$ cat src/hw/halt_pwr_pkg.sv
// Package for the halt power mode controller: register map, field positions, states and timing counts.
// Assumes a single 250 MHz clock domain and an AHB-Lite slave with 32-bit data.
package halt_pwr_pkg;

    // Register byte offsets.
    localparam logic [7:0] ctrl_offset = 8'h00;
    localparam logic [7:0] status_offset = 8'h04;
    localparam logic [7:0] cc_offset = 8'h08;

    // Control register fields.
    localparam int ctrl_oie_bit = 0;
    localparam int ctrl_long_delay_bit = 1;
    localparam int ctrl_wdg_halt_bit = 2;
    localparam logic [2:0] ctrl_reset_value = 3'h0;

    // Opcode and interrupt level values.
    localparam logic [7:0] halt_opcode = 8'h8e;
    localparam logic [1:0] halt_ilevel = 2'h2;

    // Stabilisation delay in CPU cycles.
    localparam logic [12:0] short_delay_cycles = 13'h0100;
    localparam logic [12:0] long_delay_cycles = 13'h1000;

    // AHB-Lite transfer type.
    localparam logic [1:0] htrans_nonseq = 2'h2;

    typedef enum logic [2:0] {
        st_run,
        st_active_halt,
        st_full_halt,
        st_stabilize,
        st_watch
    } pwr_state_e;

    typedef struct packed {
        pwr_state_e state;
        logic [12:0] count;
        logic service_irq;
        logic osc_interrupt_enable;
        logic long_delay;
        logic wdg_halt;
        logic [1:0] ilevel;
        logic [1:0] saved_ilevel;
        logic cpu_clk_en;
        logic periph_clk_en;
        logic osc_en;
        logic timebase_clk_en;
        logic wdg_reset;
        logic irq_ack;
        logic bus_pend;
        logic bus_write;
        logic [7:0] bus_addr;
        logic [31:0] rdata;
    } pwr_regs_s;

endpackage : halt_pwr_pkg

$ cat src/hw/halt_power_mode_control.sv
// Halt power mode controller: timebase-retaining halt, full halt, wake-up and oscillator settle wait.
// Assumes the CPU core presents decoded opcodes, interrupt requests and stack events synchronously.

// Function
// - Halt with oscillator interrupt enable set enters the timebase-retaining halt.
// - Halt with oscillator interrupt enable clear enters full halt.
// - Timebase halt exits only on timebase interrupt, wake interrupt or reset.
// - Interrupt wake from timebase halt skips the settle wait and services at once.
// - Reset wake from timebase halt applies the settle wait, then reset vector.
// - Entering either halt forces interrupt level bits to binary 10.
// - Timebase halt runs only oscillator and timebase counter; other clocks stop.
// - With oscillator interrupt enabled, timebase halt with watchdog active causes no reset.
// - Clearing the enable during the post-wake interval stops CPU and peripherals for the rest of it.
// - Full halt exits only on a wake interrupt or reset.
// - Full halt exit restarts oscillator and waits 256 or 4096 cycles.
// - Full halt stops the main oscillator and all internal clocks.
// - Watchdog halt option makes halt from run with watchdog enabled and oscillator interrupt enable clear reset instead.
// - Wake service saves condition code levels and sets routine priority; pop restores.
// - Opcode 0x8e is decoded as the halt instruction.
module halt_power_mode_control (
    input wire logic clk_i,
    input wire logic rst_b_i,
    input wire logic haddr_sel_i,
    input wire logic [31:0] haddr_i,
    input wire logic [1:0] htrans_i,
    input wire logic hwrite_i,
    input wire logic [2:0] hsize_i,
    input wire logic [31:0] hwdata_i,
    input wire logic hready_i,
    output logic [31:0] hrdata_o,
    output logic hreadyout_o,
    output logic hresp_o,
    input wire logic opcode_valid_i,
    input wire logic [7:0] opcode_i,
    input wire logic timebase_irq_i,
    input wire logic wake_irq_i,
    input wire logic wdg_enabled_i,
    input wire logic [1:0] irq_priority_i,
    input wire logic cc_pop_i,
    input wire logic reset_wake_i,
    output logic cpu_clk_en_o,
    output logic periph_clk_en_o,
    output logic osc_en_o,
    output logic timebase_clk_en_o,
    output logic wdg_reset_o,
    output logic irq_ack_o,
    output logic [1:0] ilevel_o
);

    halt_pwr_pkg::pwr_regs_s q;
    halt_pwr_pkg::pwr_regs_s d;

    // Decoded events and shared helper terms of the sequencer.
    logic halt_exec;
    logic [12:0] delay_target;
    logic bus_take;
    logic ctrl_write;
    logic active_wake;
    logic [12:0] count_next;
    logic settle_done;

    // Halt is decoded from the opcode stream; only a valid fetch counts.
    // A data byte equal to the halt opcode on an idle bus therefore never stops the part.
    assign halt_exec = opcode_valid_i && (opcode_i == halt_pwr_pkg::halt_opcode);

    // The option bit picks the settle length for every wait that follows.
    // It is read live, so changing it while a wait runs moves the end of that wait.
    assign delay_target = q.long_delay ? halt_pwr_pkg::long_delay_cycles : halt_pwr_pkg::short_delay_cycles;

    // A transfer is taken only in a valid address phase; idle cycles are ignored.
    assign bus_take = haddr_sel_i && hready_i && (htrans_i == halt_pwr_pkg::htrans_nonseq);

    // The data phase of a write to the control word; writes to any other offset are dropped.
    assign ctrl_write = q.bus_pend && q.bus_write && (q.bus_addr == halt_pwr_pkg::ctrl_offset);

    // Besides reset, only the timebase interrupt and the wake-capable interrupts end the timebase-retaining halt.
    assign active_wake = timebase_irq_i || wake_irq_i;

    // One counter serves both the settle wait and the post-wake interval, as the two never overlap.
    // The count is thirteen bits, so the long wait fits with room to spare and the adder cannot wrap.
    assign count_next = q.count + 13'h0001;
    assign settle_done = (count_next >= delay_target);

    // Next-state logic for the power sequencer and the register slave.
    // Every field holds its value unless a branch below moves it; the two pulses drop each cycle, and bus_pend and rdata are rebuilt each cycle.
    always_comb begin
        d = q;
        d.irq_ack = 1'b0;
        d.wdg_reset = 1'b0;

        // Bus address phase is captured; the data phase completes with zero wait states.
        // The slave never stalls, so a debug host can reach it in every power state.
        d.bus_pend = bus_take;
        if (bus_take) begin
            d.bus_write = hwrite_i;
            d.bus_addr = haddr_i[7:0];
        end

        // The control word lands at the end of its data phase.
        if (ctrl_write) begin
            d.osc_interrupt_enable = hwdata_i[halt_pwr_pkg::ctrl_oie_bit];
            d.long_delay = hwdata_i[halt_pwr_pkg::ctrl_long_delay_bit];
            d.wdg_halt = hwdata_i[halt_pwr_pkg::ctrl_wdg_halt_bit];
        end

        // Stack events move the interrupt level bits.
        if (cc_pop_i) begin
            d.ilevel = q.saved_ilevel;
        end

        case (q.state)
            // Run: the halt instruction picks its target from the oscillator interrupt enable.
            // With the enable set the watchdog cannot fire, so its halt option only matters
            // on the way into full halt.
            halt_pwr_pkg::st_run: begin
                if (halt_exec) begin
                    if (q.osc_interrupt_enable) begin
                        d.state = halt_pwr_pkg::st_active_halt;
                        d.ilevel = halt_pwr_pkg::halt_ilevel;
                        d.cpu_clk_en = 1'b0;
                        d.periph_clk_en = 1'b0;
                    end else if (wdg_enabled_i && q.wdg_halt) begin
                        d.wdg_reset = 1'b1;
                    end else begin
                        d.state = halt_pwr_pkg::st_full_halt;
                        d.ilevel = halt_pwr_pkg::halt_ilevel;
                        d.cpu_clk_en = 1'b0;
                        d.periph_clk_en = 1'b0;
                        d.osc_en = 1'b0;
                        d.timebase_clk_en = 1'b0;
                    end
                end
            end
            // Timebase-retaining halt: oscillator and timebase keep running, CPU and peripherals stop.
            // Reset wins over an interrupt in the same cycle, as the reset vector replaces any service.
            halt_pwr_pkg::st_active_halt: begin
                if (reset_wake_i) begin
                    // A reset still pays the full settle wait before the CPU restarts.
                    d.state = halt_pwr_pkg::st_stabilize;
                    d.service_irq = 1'b0;
                    d.count = 13'h0000;
                end else if (active_wake) begin
                    // The oscillator never stopped, so the CPU is released in the next cycle.
                    d.state = halt_pwr_pkg::st_watch;
                    d.cpu_clk_en = 1'b1;
                    d.periph_clk_en = 1'b1;
                    d.irq_ack = 1'b1;
                    d.saved_ilevel = q.ilevel;
                    d.ilevel = irq_priority_i;
                    d.count = 13'h0000;
                end
            end
            // Full halt: the oscillator is off, so only a wake-capable interrupt or a reset gets out.
            // The timebase interrupt cannot arrive here because its counter is stopped as well.
            halt_pwr_pkg::st_full_halt: begin
                if (reset_wake_i || wake_irq_i) begin
                    d.state = halt_pwr_pkg::st_stabilize;
                    d.service_irq = !reset_wake_i;
                    d.osc_en = 1'b1;
                    d.count = 13'h0000;
                end
            end
            // Settle wait: the oscillator runs (the timebase too if it never stopped); CPU and peripherals wait until the count is done.
            // An interrupt that woke the part is serviced on release, with its level saved first.
            halt_pwr_pkg::st_stabilize: begin
                // The count only advances with the oscillator running.
                d.count = count_next;
                d.osc_en = 1'b1;
                if (settle_done) begin
                    d.state = halt_pwr_pkg::st_run;
                    d.cpu_clk_en = 1'b1;
                    d.periph_clk_en = 1'b1;
                    d.timebase_clk_en = 1'b1;
                    if (q.service_irq) begin
                        d.irq_ack = 1'b1;
                        d.saved_ilevel = q.ilevel;
                        d.ilevel = irq_priority_i;
                    end
                end
            end
            // Post-wake interval: the CPU runs while the counter measures the settle length.
            halt_pwr_pkg::st_watch: begin
                // An early clear of the enable falls into the settle wait, CPU and peripherals stopped, for the remainder of the interval.
                // The oscillator keeps running through it, so the remainder is counted, not restarted.
                d.count = count_next;
                if (!q.osc_interrupt_enable) begin
                    d.state = halt_pwr_pkg::st_stabilize;
                    d.service_irq = 1'b0;
                    d.cpu_clk_en = 1'b0;
                    d.periph_clk_en = 1'b0;
                    if (halt_exec) begin
                        d.ilevel = halt_pwr_pkg::halt_ilevel;
                    end
                end else if (halt_exec) begin
                    // The CPU is running, so a new halt with the enable set goes back to the timebase halt.
                    d.state = halt_pwr_pkg::st_active_halt;
                    d.ilevel = halt_pwr_pkg::halt_ilevel;
                    d.cpu_clk_en = 1'b0;
                    d.periph_clk_en = 1'b0;
                end else if (settle_done) begin
                    d.state = halt_pwr_pkg::st_run;
                end
            end
            // An illegal state code can only come from an upset; falling back to run keeps the part alive.
            default: begin
                d.state = halt_pwr_pkg::st_run;
            end
        endcase

        // Read data for the next data phase; unmapped words read zero.
        // The control word returns the value after any write landing in the same cycle, so a read
        // straight after a write sees the new setting; status and levels show the current state.
        d.rdata = 32'h0000_0000;
        if (bus_take && !hwrite_i) begin
            if (haddr_i[7:0] == halt_pwr_pkg::ctrl_offset) begin
                d.rdata = {29'h0, d.wdg_halt, d.long_delay, d.osc_interrupt_enable};
            end else if (haddr_i[7:0] == halt_pwr_pkg::status_offset) begin
                d.rdata = {24'h0, q.cpu_clk_en, q.osc_en, q.periph_clk_en, q.timebase_clk_en, 1'b0, q.state};
            end else if (haddr_i[7:0] == halt_pwr_pkg::cc_offset) begin
                d.rdata = {28'h0, q.saved_ilevel, q.ilevel};
            end
        end
    end

    // State register; reset puts the device in run with all clocks on.
    // Interrupt levels come up at three, masking everything until software lowers them.
    always_ff @(posedge clk_i or negedge rst_b_i) begin
        if (!rst_b_i) begin
            q <= '0;
            q.state <= halt_pwr_pkg::st_run;
            q.cpu_clk_en <= 1'b1;
            q.periph_clk_en <= 1'b1;
            q.osc_en <= 1'b1;
            q.timebase_clk_en <= 1'b1;
            q.ilevel <= 2'h3;
            q.saved_ilevel <= 2'h3;
        end else begin
            q <= d;
        end
    end

    // Bus outputs; the slave is always ready and always answers OKAY.
    assign hrdata_o = q.rdata;
    assign hreadyout_o = 1'b1;
    assign hresp_o = 1'b0;

    // Clock enables, pulses and levels leave straight from the state register, free of glitches.
    assign cpu_clk_en_o = q.cpu_clk_en;
    assign periph_clk_en_o = q.periph_clk_en;
    assign osc_en_o = q.osc_en;
    assign timebase_clk_en_o = q.timebase_clk_en;
    assign wdg_reset_o = q.wdg_reset;
    assign irq_ack_o = q.irq_ack;
    assign ilevel_o = q.ilevel;

endmodule : halt_power_mode_control

$ cat config.mk
export PLATFORM = sky130hd
export DESIGN_NAME = halt_power_mode_control
export DESIGN_NICKNAME = d
export VERILOG_FILES = /design/src/hw/halt_pwr_pkg.sv /design/src/hw/halt_power_mode_control.sv
export SDC_FILE = /design/constraint.sdc
export NUM_CORES = 1
export LEC_CHECK = 0
export BUFFER_PORTS_ARGS = -buffer_cell sky130_fd_sc_hd__buf_2
export CAP_MARGIN = 20
export CORE_MARGIN = 2
export CORE_UTILIZATION = 45
export DETAILED_ROUTE_END_ITERATION = 10
export MAX_ROUTING_LAYER = met4
export PLACE_DENSITY = 0.73
export SYNTH_ARGS = -nofsm -noshare
export SYNTH_HDL_FRONTEND = slang
export SYNTH_SLANG_ARGS = --single-unit
$ cat constraint.sdc
create_clock -name clk_i -period 5.91 [get_ports clk_i]
set_input_delay 1.182 -clock clk_i [delete_from_list [all_inputs] [get_ports clk_i]]
set_output_delay 1.182 -clock clk_i [all_outputs]
set_load 0.01 [all_outputs]
== Yosys cells after proc, flatten, opt, wreduce, memory -nomap -nowiden ==
Index checks and enable logic that the tools add are counted.
W data, S select, Z words.
Word-level totals
  flip-flop bits (word level): 72
  word-level logic and storage cells: 118
Cells by class
  $add $sub $neg: 1
  magnitude comparators: 1
  equal/unequal tests: 21
  multiplexer cells: 49
  reductions and logical operators: 28
Operators with widths (number)
  $pmux W13 S3: 1
  $mux W16: 2
  $mux W3: 8
  $mux W8: 3
  $ne A2 B2 Y1 const B: 10
  $mux W6: 3
  $mux W17: 1
  $logic_not A8 Y1: 2
  $mux W2: 8
  $pmux W2 S4: 2
  $pmux W3 S5: 1
  $reduce_and A5 Y1: 3
  $add A13 B1 Y13 const B: 1
  $ge A13 B13 Y1: 1
  $mux W13: 1
  $mux W4: 3
  $mux W1: 10
  $ne A3 B3 Y1 const B: 3
  $reduce_bool A3 Y1: 3
  $eq A8 B3 Y1 const B: 1
  $eq A8 B4 Y1 const B: 1
  $eq A8 B8 Y1 const B: 1
  $reduce_and A4 Y1: 2
  $logic_and A1 B1 Y1: 7
  16 further kinds: 22

== Depth between registers and ports, before layout ==
  word-level depth: 6
  gate-level depth with buffers: 11
  depth with buffers taken out: 11

== Worst setup path after synthesis ==
OpenSTA, ideal clock, no wires.
  kind: in2reg
  start: input opcode_i[5]
  end: register q (netlist bit ilevel_o[1])
  arrival time: 2.800 ns
  data required time: 5.821 ns
  slack: 3.020 ns
  stages on the path: 6
  cells stage by stage: or4b_1 -> nor4_4 -> nor2_1 -> a22oi_1 -> and4bb_2 -> a211oi_1
RTL lines
  from (decl): line halt_power_mode_control.sv:34  | input wire logic [7:0] opcode_i,
  to (decl): line halt_power_mode_control.sv:50  | halt_pwr_pkg::pwr_regs_s q;

== Final worst setup path ==
  start: register q[56] (netlist bit)
  end: register q[49] (netlist bit)
Between the ends
  longest elaborated chain between the ends: 4
RTL lines
  $add A13 B1 Y13: line halt_power_mode_control.sv:81  | assign count_next = q.count + 13'h0001;
  $ge A13 B13 Y1: line halt_power_mode_control.sv:82  | assign settle_done = (count_next >= delay_target);
  $ne A2 B2 Y1 (no line)
  $reduce_and A5 Y1 (no line)
No other way between the ends.
A chain may end at the register's enable or synchronous reset.

==> flow_summary.yaml <==
timing:
  fin_ws_ns: 2.785
  rsz0062_at_grt: "false"
  worstMarginPinSlew_ns: 0.9472
  setup_violations: 0
  clock_skew_ns: 0.01067
  finalHoldViolCount: 0
  maxSlewViolCount: 0
  max_freq_mhz: 320.0
  tns_ns: 0
  min_period_over_period_pct: 52.87
  whs_ns: 0.4908
  finalCriticalPeriod_ns: 3.125
  max-slew-margin-rel_pct: 36.85
placement:
  post_dp_cell_area_mm2: 0.002955
  place_ws_ns: 2.752
  hpwl_mm: 4.338
  dp_cells: 416
  gp_congestion: 0.8396
  port_buffers: 49
job:
  drv_cap: 0
setup_path:
  worst-r2r-cell-count: 11
  reg2reg_from: "q[56]"
  path_class: "flip-flop to flip-flop"
  cp_max_fo: 8
  cp.required_ns: 6.15
  crit_path_end_kind: "flip-flop"
  start_kind: "flip-flop"
  cp.arrival_ns: 3.37
  reg2reg_to: "q[49]"
  ff2ff_setup_slack_ns: 2.79
floorplan:
  io_pins: 132
  rows: 29
  start_util_pct: 45.73
  die_area_mm2: 0.006995
  die-height_um: 83.64
  core_mm2: 0.006241
  die_w_um: 83.64
clocking:
  ctsResizeCount: 0
  clk_latency_ns: 0.31
  cts_buffers: 5
  cts.path.max_buffers: 2
  holdBufCountCts: 0
  clock-root-buffer: "clkbuf_8"
  path_clk_slew_ns: 0.09
  tritoncts: "built"
  cts.sinks: 46
  postCtsSetupBuffers: 0
  htree_levels: 2
power_and_ir_drop:
  irDropWorstVdd_v: 0.0001675
  total_power_mw: 1.082
  cellLeakagePower_nw: 1.489
  pwr_density_cell_mw_per_mm2: 350.8
logic_synthesis:
  synth_sequential_area_ratio_pct: 40.64
  yosys.area.top_type: "dfrtp_1"
  yosys_register_bits: 46
  synthCells: 317
  synth.area.top_cells: "dfrtp_1, buf_4, dfstp_2"
  synth_most_common_cell: "nand2_1"
  synth_common_cells: "nand2_1, dfrtp_1, buf_4"
  synth_ff_type: "dfrtp_1"
  synth-async-reset-ratio_pct: 100.0
  yosys_warnings: 0
  synth.distinct_cells: 62
  synth_top_area_share_pct: 34.20
  synth_area_mm2: 0.002854
  syn_area_per_cell_um2: 9.003
  synth-edff-count: 0
grt:
  grt_first_pass_wirelength_mm: 10.09
  grt_max_degree: 47
  grt_pass1_vias: 2128
  track_usage_pct: 17.94
  antenna_found_initial: 0
  grt_remaining_overflow: 0
hold_path:
  hp-class: "flip-flop to flip-flop"
  hp-start: "q[34]"
  min_to: "q[34]"
  hold_depth: 2
routing:
  routedWlPerCell_um: 14.12
  remaining_drc_errors: 0
  first_iter_violations: 131
  ant_nets: 0
  wirelength_mm: 6.000
  routed_via_density: 5.511
  vias: 2342
  firstDrtPassIters: 4
cells_and_area:
  drive_above_1_share_pct: 22.41
  area_growth_pct: 8.111
  num-nets-final: 440
  stdcell_count: 425
  fillers: 620
  multi_input_area_mm2: 0.001420
  antenna_cells: 0
  regArea_mm2: 0.001160
  fin_util_pct: 49.44
  final_area_mm2: 0.003085
outcome:
  status: "finished clean"
[worst max path at each step]
stage                            from     endpoint  cells past startpoint
after floorplan           opcode_i[5]  ilevel_o[1]                      6
after global placement    opcode_i[5]  ilevel_o[1]                      7
after detailed placement  opcode_i[5]  ilevel_o[1]                      7
after CTS                       q[56]        q[49]                     11
after global routing            q[57]        q[70]                     11
final                           q[56]        q[49]                     11
[registers in the layout, summed over array words and instances (netlist names)]
signal / flops
cpu_clk_en_o: 1
hrdata_o: 7
ilevel_o: 2
irq_ack_o: 1
osc_en_o: 1
q: 32
timebase_clk_en_o: 1
wdg_reset_o: 1
[layer usage]
layer  track usage [%]  part of all wire, %  wire length [um]
met1             24.49                   47              2835
met4             6.598                  1.8               108
met3             1.978                  4.0               237
met5                 -                    0                 0
met2             27.78                   47              2819
[cell families (layout without fill, tap and decap cells)]
family	Yosys count	in the layout	synth area share (%)
buffers and inverters	60	67	12.76
flip-flops	46	46	40.64
other	2	26	0.2631
multiplexers	12	12	4.822
AO/OA/AOI/OAI	76	76	18.46
adder cells (fa/ha/maj)	3	3	1.315
XOR/XNOR	3	3	0.9208
AND/OR/NAND/NOR	115	115	20.82
[power by group]
| group | internal (mW) | switching, mW | total [mW] |
|---|---|---|---|
| clock network | 0.126 | 0.109 | 0.235 |
| logic | 0.157 | 0.217 | 0.374 |
| registers | 0.384 | 0.0891 | 0.474 |
| total | 0.668 | 0.415 | 1.08 |
[cell type report]
cell class              instances  share of cell area, %
multi-input cells             235                  46.03
flip-flops and latches         46                  37.59
repair buffers                 50                  8.597
well taps                      77                  3.122
clock buffers                   6                  2.352
clock inverters                 2                  1.217
inverters                       9                  1.095
[placed cells by master, fill, tap and decap left out, types with 3 or more instances in the layout]
master / synthesis / final
and2_1: 6 / 6
dfrtp_1: 39 / 39
and3_1: 4 / 4
dfstp_2: 7 / 7
a31oi_1: 3 / 3
nand4_1: 3 / 3
ha_1: 3 / 3
conb_1: 2 / 26
nand3_1: 13 / 13
o21ai_0: 19 / 19
mux2i_1: 4 / 4
clkbuf_8: 0 / 5
and4_1: 3 / 3
a211oi_1: 4 / 4
nor2_1: 23 / 23
o31ai_1: 3 / 3
a21oi_1: 17 / 17
nor3_1: 3 / 3
inv_1: 8 / 8
a211o_1: 3 / 3
buf_2: 0 / 49
o22ai_1: 4 / 4
nand2_1: 40 / 40
mux2_2: 6 / 6
[critical path, cell delays in order, from the launching register on]
cell and delay (ns):
dfrtp_1 0.43, ha_1 0.26, and3_1 0.27, and2_1 0.26, nand3_1 0.13, xor2_1 0.18, ha_1 0.31, nand3_1 0.08
a221o_1 0.33, a41oi_4 0.35, a31oi_4 0.15, mux2_4 0.32
No activity file was read; power rests on OpenSTA's default activity.
